===== config.mk =====
export PLATFORM = sky130hd
export DESIGN_NAME = alu_branch_unit
export DESIGN_NICKNAME = d
export VERILOG_FILES = /design/src/pkg/alu_types_pkg.sv /design/src/alu_branch_unit.sv /design/src/byte_alu.sv
export VERILOG_INCLUDE_DIRS = /design/src /design/src/pkg
export SDC_FILE = /design/constraint.sdc
export NUM_CORES = 1
export LEC_CHECK = 0
export BUFFER_PORTS_ARGS = -buffer_cell sky130_fd_sc_hd__buf_2
export CAP_MARGIN = 25
export CORE_MARGIN = 10
export CORE_UTILIZATION = 45
export CTS_CLUSTER_SIZE = 24
export DETAILED_ROUTE_END_ITERATION = 8
export PLACE_DENSITY = 0.68
export SLEW_MARGIN = 15
export SYNTH_ARGS = -nofsm -noshare
export SYNTH_HDL_FRONTEND = slang
export SYNTH_HIERARCHICAL = 1
export SYNTH_SLANG_ARGS = --single-unit

===== constraint.sdc =====
create_clock -name pclk -period 4.6 [get_ports pclk]
set_input_delay 0.46 -clock pclk [delete_from_list [all_inputs] [get_ports pclk]]
set_output_delay 0.46 -clock pclk [all_outputs]
set_load 0.05 [all_outputs]

===== src/pkg/alu_map.svh =====
`ifndef ALU_MAP_SVH
`define ALU_MAP_SVH

// status flag positions
`define SREG_C 0
`define SREG_Z 1
`define SREG_N 2
`define SREG_V 3
`define SREG_S 4
`define SREG_H 5
`define SREG_T 6
`define SREG_I 7

// register offsets (byte addresses)
`define REG_CTRL 8'h00
`define REG_FLAGS 8'h04
`define REG_PC 8'h08
`define REG_COUNT 8'h0C

// field positions and reset values
`define CTRL_GO_BIT 0
`define CTRL_RESET 1'h1
`define SREG_RESET 8'h00
`define PC_RESET 16'h0000
`define COUNT_RESET 16'h0000

// clock counts per operation class
`define CLK_BYTE_OP 3'h1
`define CLK_WORD_OP 3'h2
`define CLK_JUMP 3'h2
`define CLK_CALL 3'h3
`define CLK_RETURN 3'h4
`define CLK_SKIP_NONE 3'h1
`define CLK_SKIP_ONE 3'h2
`define CLK_SKIP_TWO 3'h3

// constants
`define ALL_ONES 8'hFF
`define PC_STEP 16'h0001
`define SKIP_ONE_WORD 16'h0002
`define SKIP_TWO_WORD 16'h0003

`endif


===== src/pkg/alu_types_pkg.sv =====
package alu_types_pkg;

	typedef enum logic [4:0] {
		op_nop = 5'h00,
		op_add = 5'h01,
		op_add_carry = 5'h02,
		op_sub_regs = 5'h03,
		op_sub_regs_borrow = 5'h04,
		op_sub_const = 5'h05,
		op_sub_const_borrow = 5'h06,
		op_and_regs = 5'h07,
		op_and_const = 5'h08,
		op_or_regs = 5'h09,
		op_or_const = 5'h0A,
		op_xor_regs = 5'h0B,
		op_set_mask_bits = 5'h0C,
		op_clear_mask_bits = 5'h0D,
		op_test_register = 5'h0E,
		op_compare_regs = 5'h0F,
		op_compare_with_borrow = 5'h10,
		op_compare_immediate = 5'h11,
		op_word_add_imm = 5'h12,
		op_word_sub_imm = 5'h13,
		op_pointer_jump = 5'h14,
		op_pointer_call = 5'h15,
		op_offset_jump = 5'h16,
		op_offset_call = 5'h17,
		op_sub_return = 5'h18,
		op_irq_return = 5'h19,
		op_compare_skip_equal = 5'h1A,
		op_skip_bit_clear = 5'h1B
	} op_e;

	typedef enum logic [1:0] {
		st_idle = 2'b00,
		st_wait_two = 2'b01,
		st_wait_one = 2'b11,
		st_commit = 2'b10
	} seq_e;

	// one decoded operation with its operands
	typedef struct packed {
		op_e code;
		logic [7:0] dst;
		logic [7:0] src;
		logic [7:0] konst;
		logic [2:0] bit_sel;
		logic [15:0] pair;
		logic [5:0] word_k;
		logic [11:0] offset;
		logic [15:0] zptr;
		logic [15:0] stack_top;
		logic next_two_word;
	} op_s;

	// register file write-back
	typedef struct packed {
		logic lo_wr;
		logic hi_wr;
		logic [7:0] lo;
		logic [7:0] hi;
	} res_s;

endpackage


===== src/alu_branch_unit.sv =====
// Behaviour
// - add and add-with-carry write sum, set Z C N V H, one clock
// - word add-immediate adds constant to pair, sets Z C N V S, two clocks
// - word subtract-immediate writes both registers, sets Z C N V S, two clocks
// - register subtract, with optional borrow, writes difference, Z C N V H, one clock
// - constant subtract, with optional borrow, writes register, Z C N V H, one clock
// - and with register or constant writes result, only Z N V, one clock
// - or with register or constant, xor registers, Z N V, one clock
// - set-bits ors a mask into the register, Z N V, one clock
// - clear-bits ands with 0xFF minus mask, Z N V, one clock
// - test ands register with itself, value kept, Z N V, one clock
// - pointer jump loads program counter from Z, no flags, two clocks
// - pointer call pushes return address, loads Z, no flags, three clocks
// - compare-skip-equal skips next instruction when equal, no flags, 1/2/3 clocks
// - compare immediate sets Z N V C H without storing, one clock
// - skip-bit-clear skips next instruction when bit is zero, 1/2/3 clocks
//
// The placing of the registers and register access over APB were decided locally.
`timescale 1ns/10ps
`include "alu_map.svh"

module alu_branch_unit import alu_types_pkg::*; (
	input wire logic pclk,
	input wire logic presetn,
	input wire logic clk_en,
	input wire logic psel,
	input wire logic penable,
	input wire logic pwrite,
	input wire logic [7:0] paddr,
	input wire logic [31:0] pwdata,
	output logic [31:0] prdata,
	output logic pready,
	output logic pslverr,
	input wire logic op_valid,
	input wire op_s op,
	output logic op_ready,
	output res_s wb,
	output logic [15:0] pc,
	output logic [7:0] sreg,
	output logic push_req,
	output logic [15:0] push_data,
	output logic pop_req
);

	// ************************************************************
	// operation decode
	// ************************************************************

	seq_e state;
	seq_e next_state;
	logic take;
	logic commit_now;
	logic ctrl_go;
	logic [15:0] op_count;
	logic [7:0] alu_b;
	logic [7:0] alu_res;
	logic [7:0] alu_flags;
	logic alu_writes;
	logic [16:0] word_sum;
	logic [16:0] word_dif;
	logic [15:0] word_res;
	logic skip;
	logic [15:0] offset_ext;
	logic [2:0] next_cycles;
	logic [15:0] next_pc;
	logic [7:0] next_sreg;
	res_s next_wb;
	logic next_push;
	logic next_pop;
	logic [15:0] stash_pc;
	logic [7:0] stash_sreg;
	res_s stash_wb;
	logic stash_push;
	logic stash_pop;
	logic bus_write;

	assign take = op_valid & op_ready;

	// constant forms take the immediate as second operand
	always_comb begin
		if (op.code inside {op_sub_const, op_sub_const_borrow, op_and_const, op_or_const,
			op_set_mask_bits, op_clear_mask_bits, op_compare_immediate}) begin
			alu_b = op.konst;
		end else begin
			alu_b = op.src;
		end
	end

	byte_alu u_byte_alu (
		.code(op.code),
		.a(op.dst),
		.b(alu_b),
		.flags_in(sreg),
		.res(alu_res),
		.flags_out(alu_flags),
		.writes(alu_writes)
	);

	assign word_sum = {1'b0, op.pair} + {11'h000, op.word_k};
	assign word_dif = {1'b0, op.pair} - {11'h000, op.word_k};
	assign offset_ext = {{4{op.offset[11]}}, op.offset};

	// ************************************************************
	// next program counter, flags and write-back
	// ************************************************************

	always_comb begin
		next_cycles = `CLK_BYTE_OP;
		next_pc = pc + `PC_STEP;
		next_sreg = sreg;
		next_wb = '0;
		next_push = 1'b0;
		next_pop = 1'b0;
		skip = 1'b0;
		word_res = word_sum[15:0];
		unique case (op.code)
			op_word_add_imm, op_word_sub_imm: begin
				next_cycles = `CLK_WORD_OP;
				next_wb.lo_wr = 1'b1;
				next_wb.hi_wr = 1'b1;
				if (op.code == op_word_add_imm) begin
					word_res = word_sum[15:0];
					next_sreg[`SREG_C] = word_sum[16];
					next_sreg[`SREG_V] = ~op.pair[15] & word_res[15];
				end else begin
					word_res = word_dif[15:0];
					next_sreg[`SREG_C] = word_dif[16];
					next_sreg[`SREG_V] = op.pair[15] & ~word_res[15];
				end
				next_wb.lo = word_res[7:0];
				next_wb.hi = word_res[15:8];
				next_sreg[`SREG_Z] = (word_res == 16'h0000);
				next_sreg[`SREG_N] = word_res[15];
				next_sreg[`SREG_S] = word_res[15] ^ next_sreg[`SREG_V];
			end
			op_pointer_jump: begin
				next_cycles = `CLK_JUMP;
				next_pc = op.zptr;
			end
			op_pointer_call: begin
				next_cycles = `CLK_CALL;
				next_pc = op.zptr;
				next_push = 1'b1;
			end
			op_offset_jump: begin
				next_cycles = `CLK_JUMP;
				next_pc = pc + offset_ext + `PC_STEP;
			end
			op_offset_call: begin
				next_cycles = `CLK_CALL;
				next_pc = pc + offset_ext + `PC_STEP;
				next_push = 1'b1;
			end
			op_sub_return, op_irq_return: begin
				next_cycles = `CLK_RETURN;
				next_pc = op.stack_top;
				next_pop = 1'b1;
				if (op.code == op_irq_return) begin
					next_sreg[`SREG_I] = 1'b1;
				end
			end
			op_compare_skip_equal, op_skip_bit_clear: begin
				if (op.code == op_compare_skip_equal) begin
					skip = (op.dst == op.src);
				end else begin
					skip = ~op.src[op.bit_sel];
				end
				if (!skip) begin
					next_cycles = `CLK_SKIP_NONE;
				end else if (op.next_two_word) begin
					next_cycles = `CLK_SKIP_TWO;
					next_pc = pc + `SKIP_TWO_WORD;
				end else begin
					next_cycles = `CLK_SKIP_ONE;
					next_pc = pc + `SKIP_ONE_WORD;
				end
			end
			op_nop: begin
				next_cycles = `CLK_BYTE_OP;
			end
			default: begin
				next_cycles = `CLK_BYTE_OP;
				next_sreg = alu_flags;
				next_wb.lo_wr = alu_writes;
				next_wb.lo = alu_res;
			end
		endcase
	end

	// ************************************************************
	// cycle sequencer
	// ************************************************************

	always_comb begin
		next_state = state;
		unique case (state)
			st_idle: begin
				if (take) begin
					unique case (next_cycles)
						`CLK_RETURN: next_state = st_wait_two;
						`CLK_CALL: next_state = st_wait_one;
						`CLK_WORD_OP: next_state = st_commit;
						default: next_state = st_idle;
					endcase
				end
			end
			st_wait_two: next_state = st_wait_one;
			st_wait_one: next_state = st_commit;
			st_commit: next_state = st_idle;
		endcase
	end

	assign commit_now = (take && next_cycles == `CLK_BYTE_OP) || state == st_commit;

	always_ff @(posedge pclk or negedge presetn) begin
		if (!presetn) begin
			state <= st_idle;
			op_ready <= 1'b0;
		end else if (clk_en) begin
			state <= next_state;
			// new work only once the previous operation has committed
			op_ready <= (next_state == st_idle) & ctrl_go;
		end
	end

	// multi-cycle operations hold their outcome until the last clock
	always_ff @(posedge pclk or negedge presetn) begin
		if (!presetn) begin
			stash_pc <= `PC_RESET;
			stash_sreg <= `SREG_RESET;
			stash_wb <= '0;
			stash_push <= 1'b0;
			stash_pop <= 1'b0;
		end else if (clk_en && take) begin
			stash_pc <= next_pc;
			stash_sreg <= next_sreg;
			stash_wb <= next_wb;
			stash_push <= next_push;
			stash_pop <= next_pop;
		end
	end

	// ************************************************************
	// architectural state and write-back
	// ************************************************************

	assign bus_write = psel & penable & pready & pwrite;

	// a commit in the same cycle as a bus write wins
	always_ff @(posedge pclk or negedge presetn) begin
		if (!presetn) begin
			pc <= `PC_RESET;
			sreg <= `SREG_RESET;
		end else if (clk_en) begin
			if (commit_now) begin
				pc <= take ? next_pc : stash_pc;
				sreg <= take ? next_sreg : stash_sreg;
			end else if (bus_write && paddr == `REG_PC) begin
				pc <= pwdata[15:0];
			end else if (bus_write && paddr == `REG_FLAGS) begin
				sreg <= pwdata[7:0];
			end
		end
	end

	always_ff @(posedge pclk or negedge presetn) begin
		if (!presetn) begin
			wb <= '0;
			push_req <= 1'b0;
			pop_req <= 1'b0;
			push_data <= `PC_RESET;
		end else if (clk_en) begin
			wb <= '0;
			push_req <= 1'b0;
			pop_req <= 1'b0;
			if (commit_now) begin
				wb <= take ? next_wb : stash_wb;
				push_req <= take ? next_push : stash_push;
				pop_req <= take ? next_pop : stash_pop;
				push_data <= pc + `PC_STEP;
			end
		end
	end

	always_ff @(posedge pclk or negedge presetn) begin
		if (!presetn) begin
			op_count <= `COUNT_RESET;
		end else if (clk_en && commit_now) begin
			op_count <= op_count + 16'h0001;
		end
	end

	// ************************************************************
	// apb slave
	// ************************************************************

	always_ff @(posedge pclk or negedge presetn) begin
		if (!presetn) begin
			ctrl_go <= `CTRL_RESET;
		end else if (clk_en && bus_write && paddr == `REG_CTRL) begin
			ctrl_go <= pwdata[`CTRL_GO_BIT];
		end
	end

	// zero wait states: answer is registered in the setup cycle
	always_ff @(posedge pclk or negedge presetn) begin
		if (!presetn) begin
			pready <= 1'b0;
			pslverr <= 1'b0;
			prdata <= 32'h0000_0000;
		end else if (clk_en) begin
			pready <= psel & ~penable;
			pslverr <= 1'b0;
			prdata <= 32'h0000_0000;
			if (psel && !penable) begin
				unique case (paddr)
					`REG_CTRL: prdata <= {31'h0000_0000, ctrl_go};
					`REG_FLAGS: prdata <= {24'h00_0000, sreg};
					`REG_PC: prdata <= {16'h0000, pc};
					`REG_COUNT: prdata <= {16'h0000, op_count};
					default: pslverr <= 1'b1;
				endcase
			end
		end
	end

endmodule


===== src/byte_alu.sv =====
`timescale 1ns/10ps
`include "alu_map.svh"

module byte_alu import alu_types_pkg::*; (
	input wire op_e code,
	input wire logic [7:0] a,
	input wire logic [7:0] b,
	input wire logic [7:0] flags_in,
	output logic [7:0] res,
	output logic [7:0] flags_out,
	output logic writes
);

	logic cin;
	logic [8:0] sum9;
	logic [8:0] dif9;

	always_comb begin
		cin = flags_in[`SREG_C] & (code inside {op_add_carry, op_sub_regs_borrow,
			op_sub_const_borrow, op_compare_with_borrow});
		sum9 = {1'b0, a} + {1'b0, b} + {8'h00, cin};
		dif9 = {1'b0, a} - {1'b0, b} - {8'h00, cin};
		res = a;
		flags_out = flags_in;
		writes = 1'b0;
		unique case (code)
			op_add, op_add_carry: begin
				res = sum9[7:0];
				writes = 1'b1;
				flags_out[`SREG_C] = sum9[8];
				flags_out[`SREG_H] = (a[3] & b[3]) | (b[3] & ~res[3]) | (~res[3] & a[3]);
				flags_out[`SREG_V] = (a[7] & b[7] & ~res[7]) | (~a[7] & ~b[7] & res[7]);
			end
			op_sub_regs, op_sub_regs_borrow, op_sub_const, op_sub_const_borrow,
			op_compare_regs, op_compare_with_borrow, op_compare_immediate: begin
				res = dif9[7:0];
				writes = !(code inside {op_compare_regs, op_compare_with_borrow,
					op_compare_immediate});
				flags_out[`SREG_C] = dif9[8];
				flags_out[`SREG_H] = (~a[3] & b[3]) | (b[3] & res[3]) | (res[3] & ~a[3]);
				flags_out[`SREG_V] = (a[7] & ~b[7] & ~res[7]) | (~a[7] & b[7] & res[7]);
			end
			op_and_regs, op_and_const: begin
				res = a & b;
				writes = 1'b1;
				flags_out[`SREG_V] = 1'b0;
			end
			op_or_regs, op_or_const, op_set_mask_bits: begin
				res = a | b;
				writes = 1'b1;
				flags_out[`SREG_V] = 1'b0;
			end
			op_xor_regs: begin
				res = a ^ b;
				writes = 1'b1;
				flags_out[`SREG_V] = 1'b0;
			end
			op_clear_mask_bits: begin
				res = a & (`ALL_ONES - b);
				writes = 1'b1;
				flags_out[`SREG_V] = 1'b0;
			end
			op_test_register: begin
				res = a & a;
				flags_out[`SREG_V] = 1'b0;
			end
			default: begin
				res = a;
			end
		endcase
		if (code inside {[op_add:op_compare_immediate]}) begin
			flags_out[`SREG_Z] = (res == 8'h00);
			flags_out[`SREG_N] = res[7];
		end
	end

endmodule


# ---- After elaboration in Yosys (flattened, before gate mapping)
# Index checks and enable logic that the tools add are counted.
dict set report totals {
  ff_bits 158
  input_bits 146
  output_inout_bits 95
}
dict set report classes {
  addsub 13
  magnitude_cmp 3
  eq_ne 39
  muxes 52
  n_bitwise 45
  n_reduce_logical 42
}
# op n
set op_table {}
lappend op_table {{16-bit 2-to-1 mux} 8}
lappend op_table {{16-bit one-hot mux with 4 select lines} 2}
lappend op_table {{5-bit equality test (second input constant)} 12}
lappend op_table {{8-bit one-hot mux with 7 select lines} 1}
lappend op_table {{16-bit by 1-bit adder with 16-bit output (second input constant)} 3}
lappend op_table {{8-bit 2-to-1 mux} 6}
lappend op_table {{5-bit by 4-bit equality test with 1-bit output (second input constant)} 8}
lappend op_table {{18-bit 2-to-1 mux} 2}
lappend op_table {{16-bit by 2-bit adder with 16-bit output (second input constant)} 2}
lappend op_table {{8-bit bitwise AND} 3}
lappend op_table {{1-bit bitwise AND} 23}
lappend op_table {{5-bit by 3-bit equality test with 1-bit output (second input constant)} 4}
lappend op_table {{1-bit 2-to-1 mux} 19}
lappend op_table {{9-bit OR reduction} 2}
lappend op_table {{16-bit by 6-bit adder with 17-bit output} 1}
lappend op_table {{16-bit by 6-bit subtractor with 17-bit output} 1}
lappend op_table {{16-bit adder} 1}
lappend op_table {{8-bit by 4-bit equality test with 1-bit output (second input constant)} 2}
lappend op_table {{16-bit zero test} 1}
lappend op_table {{8-bit zero test} 2}
lappend op_table {{8-bit one-hot mux with 2 select lines} 1}
lappend op_table {{2-bit OR reduction} 8}
lappend op_table {{3-bit one-hot mux with 4 select lines} 1}
lappend op_table {{11-bit OR reduction} 1}
lappend op_table {{45 further kinds} 80}

# ---- Logic depth before layout (Yosys ltp)
dict set report depth {
  depth_word 13
  ltp_mapped 24
  ltp_nobuf 22
}

# ---- Hierarchy
# The synthesis kept the hierarchy.
# module instances cells_per_inst area_per_inst_um2 seq_area_each_um2
set modules_own_cells {}
lappend modules_own_cells {alu_branch_unit 1 1137 9858.2 3554.7}
lappend modules_own_cells {byte_alu 1 257 1886.8 0.0}

# ---- Least setup slack after synthesis
# No wires, ideal clock.
dict set report synth_timing {
  path_type {input-to-reg}
  from {in op[96] (netlist bit)}
  to {reg sreg[3]}
  t_arrival_ps 5027
  t_required_ps 4475
  setup_slack_ps -552
  path_stages 22
  path_buffers 3
  cell_sequence {buf_2 -> buf_1 -> mux2i_1 -> a21oi_1 -> o32a_1 -> clkbuf_1 -> mux2_2 -> fa_1 -> inv_1 -> ha_1 -> o21ai_0 -> a311oi_1 -> nor3b_1 -> a311oi_1 -> mux2i_1 -> o22a_1 -> a21oi_1 -> a221oi_1 -> nor2_1 -> a21oi_1 -> o21ai_0 -> mux2_2}
}
dict set report synth_via {
  elab_chain_len 12
  word_cells_on_any_way 74
  classes_between {add/sub: 4; eq/ne: 29; mux: 11; bitwise: 14; reduce/logical: 16}
}
# item line
set synth_lines {}
lappend synth_lines {{from (decl)} alu_branch_unit.sv:35} ;# input wire op_s op,
lappend synth_lines {{5-bit by 3-bit equality test with 1-bit output, or another cell as far along} alu_branch_unit.sv:81} ;# if (op.code inside {op_sub_const, op_sub_const_borrow, op_and_const, op_or_const,
lappend synth_lines {{7-bit nonzero test *} alu_branch_unit.sv:81}
lappend synth_lines {{8-bit 2-to-1 mux *} alu_branch_unit.sv:81}
lappend synth_lines {{via alu_b[0]} alu_branch_unit.sv:55} ;# logic [7:0] alu_b;
lappend synth_lines {{8-bit by 8-bit subtractor with 9-bit output or 8-bit by 8-bit adder with 9-bit output (tied branches)} {byte_alu.sv:22, byte_alu.sv:21}}
lappend synth_lines {{9-bit by 1-bit subtractor with 9-bit output or 9-bit by 1-bit adder with 9-bit output (tied branches)} {byte_alu.sv:22, byte_alu.sv:21}}
lappend synth_lines {{1-bit NOT, on equally long branches} {byte_alu.sv:41, byte_alu.sv:32}}
lappend synth_lines {{1-bit bitwise AND, on equally long branches} {byte_alu.sv:41, byte_alu.sv:32}}
lappend synth_lines {{1-bit OR, on equally long branches} {byte_alu.sv:41, byte_alu.sv:32}}
lappend synth_lines {{1-bit one-hot mux with 3 select lines *} byte_alu.sv:26} ;# unique case (code)
lappend synth_lines {{via alu_flags[3]} alu_branch_unit.sv:57} ;# logic [7:0] alu_flags;
lappend synth_lines {{5-bit one-hot mux with 2 select lines *} alu_branch_unit.sv:116} ;# unique case (op.code)
lappend synth_lines {{8-bit 2-to-1 mux *} alu_branch_unit.sv:257} ;# sreg <= take ? next_sreg : stash_sreg;
lappend synth_lines {{8-bit 2-to-1 mux *} alu_branch_unit.sv:255} ;# if (commit_now) begin
lappend synth_lines {{to (signal assigned)} alu_branch_unit.sv:253} ;# sreg <= `SREG_RESET;
lappend synth_lines {{to (signal assigned)} alu_branch_unit.sv:257}
lappend synth_lines {{to (signal assigned)} alu_branch_unit.sv:261} ;# sreg <= pwdata[7:0];
lappend synth_lines {{to (decl)} alu_branch_unit.sv:39} ;# output logic [7:0] sreg,
# The timed path passes the listed nets; every way through them passes the cells marked *. The select of a mux whose other input is x is not followed.
# A chain may end at the register's enable or synchronous reset.

# ---- Worst setup path in the final report
# Same ends and word-level chain as after synthesis.

==> impl_metrics.toml <==
[status]
outcome = "completed"

[worst_setup_path]
crit_buf_inv = 6
critPathMaxFanout = 5
cp_slowest_cell = "a311oi_2"
end_kind = "register"
path_cells = "buf_2 > nor2b_2 > a21oi_1 > o32a_1 > buf_4 > buf_4 > mux2_2 > buf_4 > ha_1 > inv_1 > ha_1 > nor3_1 > a311oi_2 > nor3b_1 > a311oi_1 > buf_4 > mux2i_1 > o22a_1 > a21oi_1 > a221oi_1 > nor2_1 > a21oi_1 > o21ai_0 > mux2_2"
r2r_slack_ns = 0.72
cp_common_cell = "buf_4"
critPathLaunchType = "input pin"
critPathMaxStageDelay_ns = 0.39
crit_family = "compound AO/OA/AOI/OAI gates"
worstPathRequired_ns = 4.90
path_class = "in -> reg"
arrival_ns = 4.67

[yosys]
async_flop_share = 1.00
yosys.area.top_type = "dfrtp_1"
synthMuxAreaShare = 0.0607
yosysWarningCount = 6
ys_seq_area_frac = 0.303
synth-compound-area-share = 0.243
synth_edf_count = 0
synth_top_cell_area_share = 0.300
synth_ff_type = "dfrtp_1"
synthAdderAreaFrac = 0.0839
avgSynthCellArea_um2 = 8.43
synthTopCellsByArea = "dfrtp_1 30%, ha_1 7.0%, nand2_1 5.3%"
synth_cell_types = 90
ys_seq_elements = 142
synth-xor-area-share = 0.0679
syn_area_mm2 = 0.0117
synth_top_family_by_area = "compound AO/OA/AOI/OAI gates"
syn_inst = 1394
yosys.area_share.simple = 0.179

[routing]
firstDrtPassIters = 6
drt_iter0_drc = 973
detail-route-antenna-nets = 0
viasPerCell = 5.83
drc = 0
vias = 11400
drt-total-wl_mm = 38.7
routedWlPerCell_um = 19.9

[global_routing]
gr-usage-all-layers = 0.226
antenna_found_initial = 1
grt_max_degree = 108
grt_overflow_total = 0
grt_first_pass_wirelength_mm = 61.0
grt_pass1_vias = 11300

[clock_network]
post_cts_buffers = 0
insertion_delay_ns = 0.42
cts_root_buf = "clkbuf_16"
path_clk_slew_ns = 0.07
cts_sinks = 142
cts_made_buffers = 17
clockBufferDepth = 2
cts_tree = "done"
cts-htree-levels = 4

[placement]
place_inst = 1916
gp_congestion = 0.932
port_buffers = 208
placed_cell_area_mm2 = 0.0133
hpwl_mm = 30.2
pre_cts_slack_ns = -0.201

[sta]
final_hold_viol_count = 0
report.final.slew_viol_count = 0
setup-violations-final = 0
setup_ws_ns = 0.225
rsz0062_at_grt = "false"
fmax_mhz = 229
fin_crit_ns = 4.38
fin_setup_tns_ns = 0
fin_skew_ns = 0.0108
slew_headroom = 0.343
whs_ns = 0.300
worst_pin_slew_ns = 0.982
post-route-period-util = 0.951

[finish]
multi_input_area_mm2 = 0.00757
regArea_mm2 = 0.00355
n_fill_cell = 2449
design_area_mm2 = 0.0139
final_cells = 1951
nNetsFinal = 1822
fin_util = 0.540
areaGrowthSynthToFinish_pct = 18.7
drive_above_1_share = 0.237

[floorplan]
die_h_um = 182
die_x_um = 182
core_area_mm2 = 0.0258
dieArea_mm2 = 0.0330
rows = 59
initial_utilization = 0.455
io_pins = 241

[hold_path]
hold_path_class = "in -> reg"

[pwr]
ir_drop_uv = 275
cellPowerDensity_mw_per_mm2 = 312
p_total_mw = 4.35
leakage_nw = 6.45

[flow_run]
drv_cap = 0
-- placed cells by master (no fill, tap or decap), drive strengths merged, types with 15 or more instances in the layout --
cell type,instances
nand2,166
a21oi,70
xor2,30
ha,66
a31oi,18
inv,58
xnor2,61
nand3,28
buf,283
nor2b,16
a22o,21
o2bb2ai,22
nor3,24
clkbuf,19
o21ai,124
a22oi,15
a211oi,15
conb,16
mux2,28
nor2,99
nand4,16
and3,17
dfrtp,141
mux2i,33
-- sequential cells by signal, summed over array words and instances (netlist names), 2 cells and up --
name	cells
prdata	16
wb	18
stash_pc	16
push_data	16
pc	16
stash_wb	18
state	2
stash_sreg	8
op_count	16
sreg	8
-- cells by family after synthesis --
group / count (synthesis)
XOR/XNOR: 91
multiplexers: 64
flip-flops: 142
AND/OR/NAND/NOR: 440
AO/OA/AOI/OAI: 419
buffers and inverters: 163
adder cells (fa/ha/maj): 74
other: 1
-- metal layers --
| metal | track usage | wire length (um) |
|---|---|---|
| met1 | 0.283 | 16500 |
| met2 | 0.386 | 18800 |
| met3 | 0.0416 | 2510 |
| met4 | 0.0667 | 922 |
| met5 | 0 | 0 |
-- layout make-up --
type / count / share of cell area
clock inverter: 13 / 0.00763
inverter: 53 / 0.0143
multi-input combinational: 1104 / 0.543
clock buffer: 19 / 0.0318
tap: 335 / 0.0301
antenna: 1 / 0.000179
sequential: 142 / 0.255
timing repair buffer: 284 / 0.119
-- path summary, 6_finish.rpt --
path | from | end | depth (start not counted)
worst min register to register | op_count[15] | op_count[15] | 1
worst max register to register | sreg[0] | sreg[3] | 18
worst max-delay path | op[96] | sreg[3] | 24
max in group asynchronous | presetn | op_count[0] | 4
min in group asynchronous | presetn | prdata[15] | 2
worst min-delay path | pwdata[13] | pc[13] | 2
-- report_power, final --
part	switching (mW)	total (mW)	internal (mW)
Clock	0.575	1.29	0.714
Sequential	0.154	1.49	1.33
Combinational	0.973	1.58	0.603
-- cells in the mapped netlist, types with 6 or more instances --
library cell and number:
mux2i_1 33, o21ai_0 119, xnor2_1 61, o31ai_1 6
nor3_1 24, a21o_1 13, dfrtp_1 141, a221oi_1 7
buf_4 23, a22o_1 21, o2bb2ai_1 22, nand2b_1 14
mux2_2 28, nor2_1 98, o21a_1 13, o211ai_1 11
xor2_1 30, nand2_1 165, a211oi_1 14, a21oi_1 69
nand3_1 28, nor2b_1 15, and3_1 17, fa_1 8
and2_1 10, a221o_1 8, a31oi_1 18, buf_1 8
nand3b_1 6, o221ai_1 12, inv_1 53, or3_1 12
ha_1 66, a22oi_1 15, buf_2 13, nand4_1 16
o22ai_1 10, clkbuf_1 64
-- repair_timing --
| action | in CTS | in global routing |
|---|---|---|
| hold buffers | 0 | 1 |
| setup endpoints to repair | 0 | 3 |
| resized for setup | 0 | 11 |
| endpoints found under the hold margin | 0 | 20 |
No activity file was read; power rests on OpenSTA's default activity.
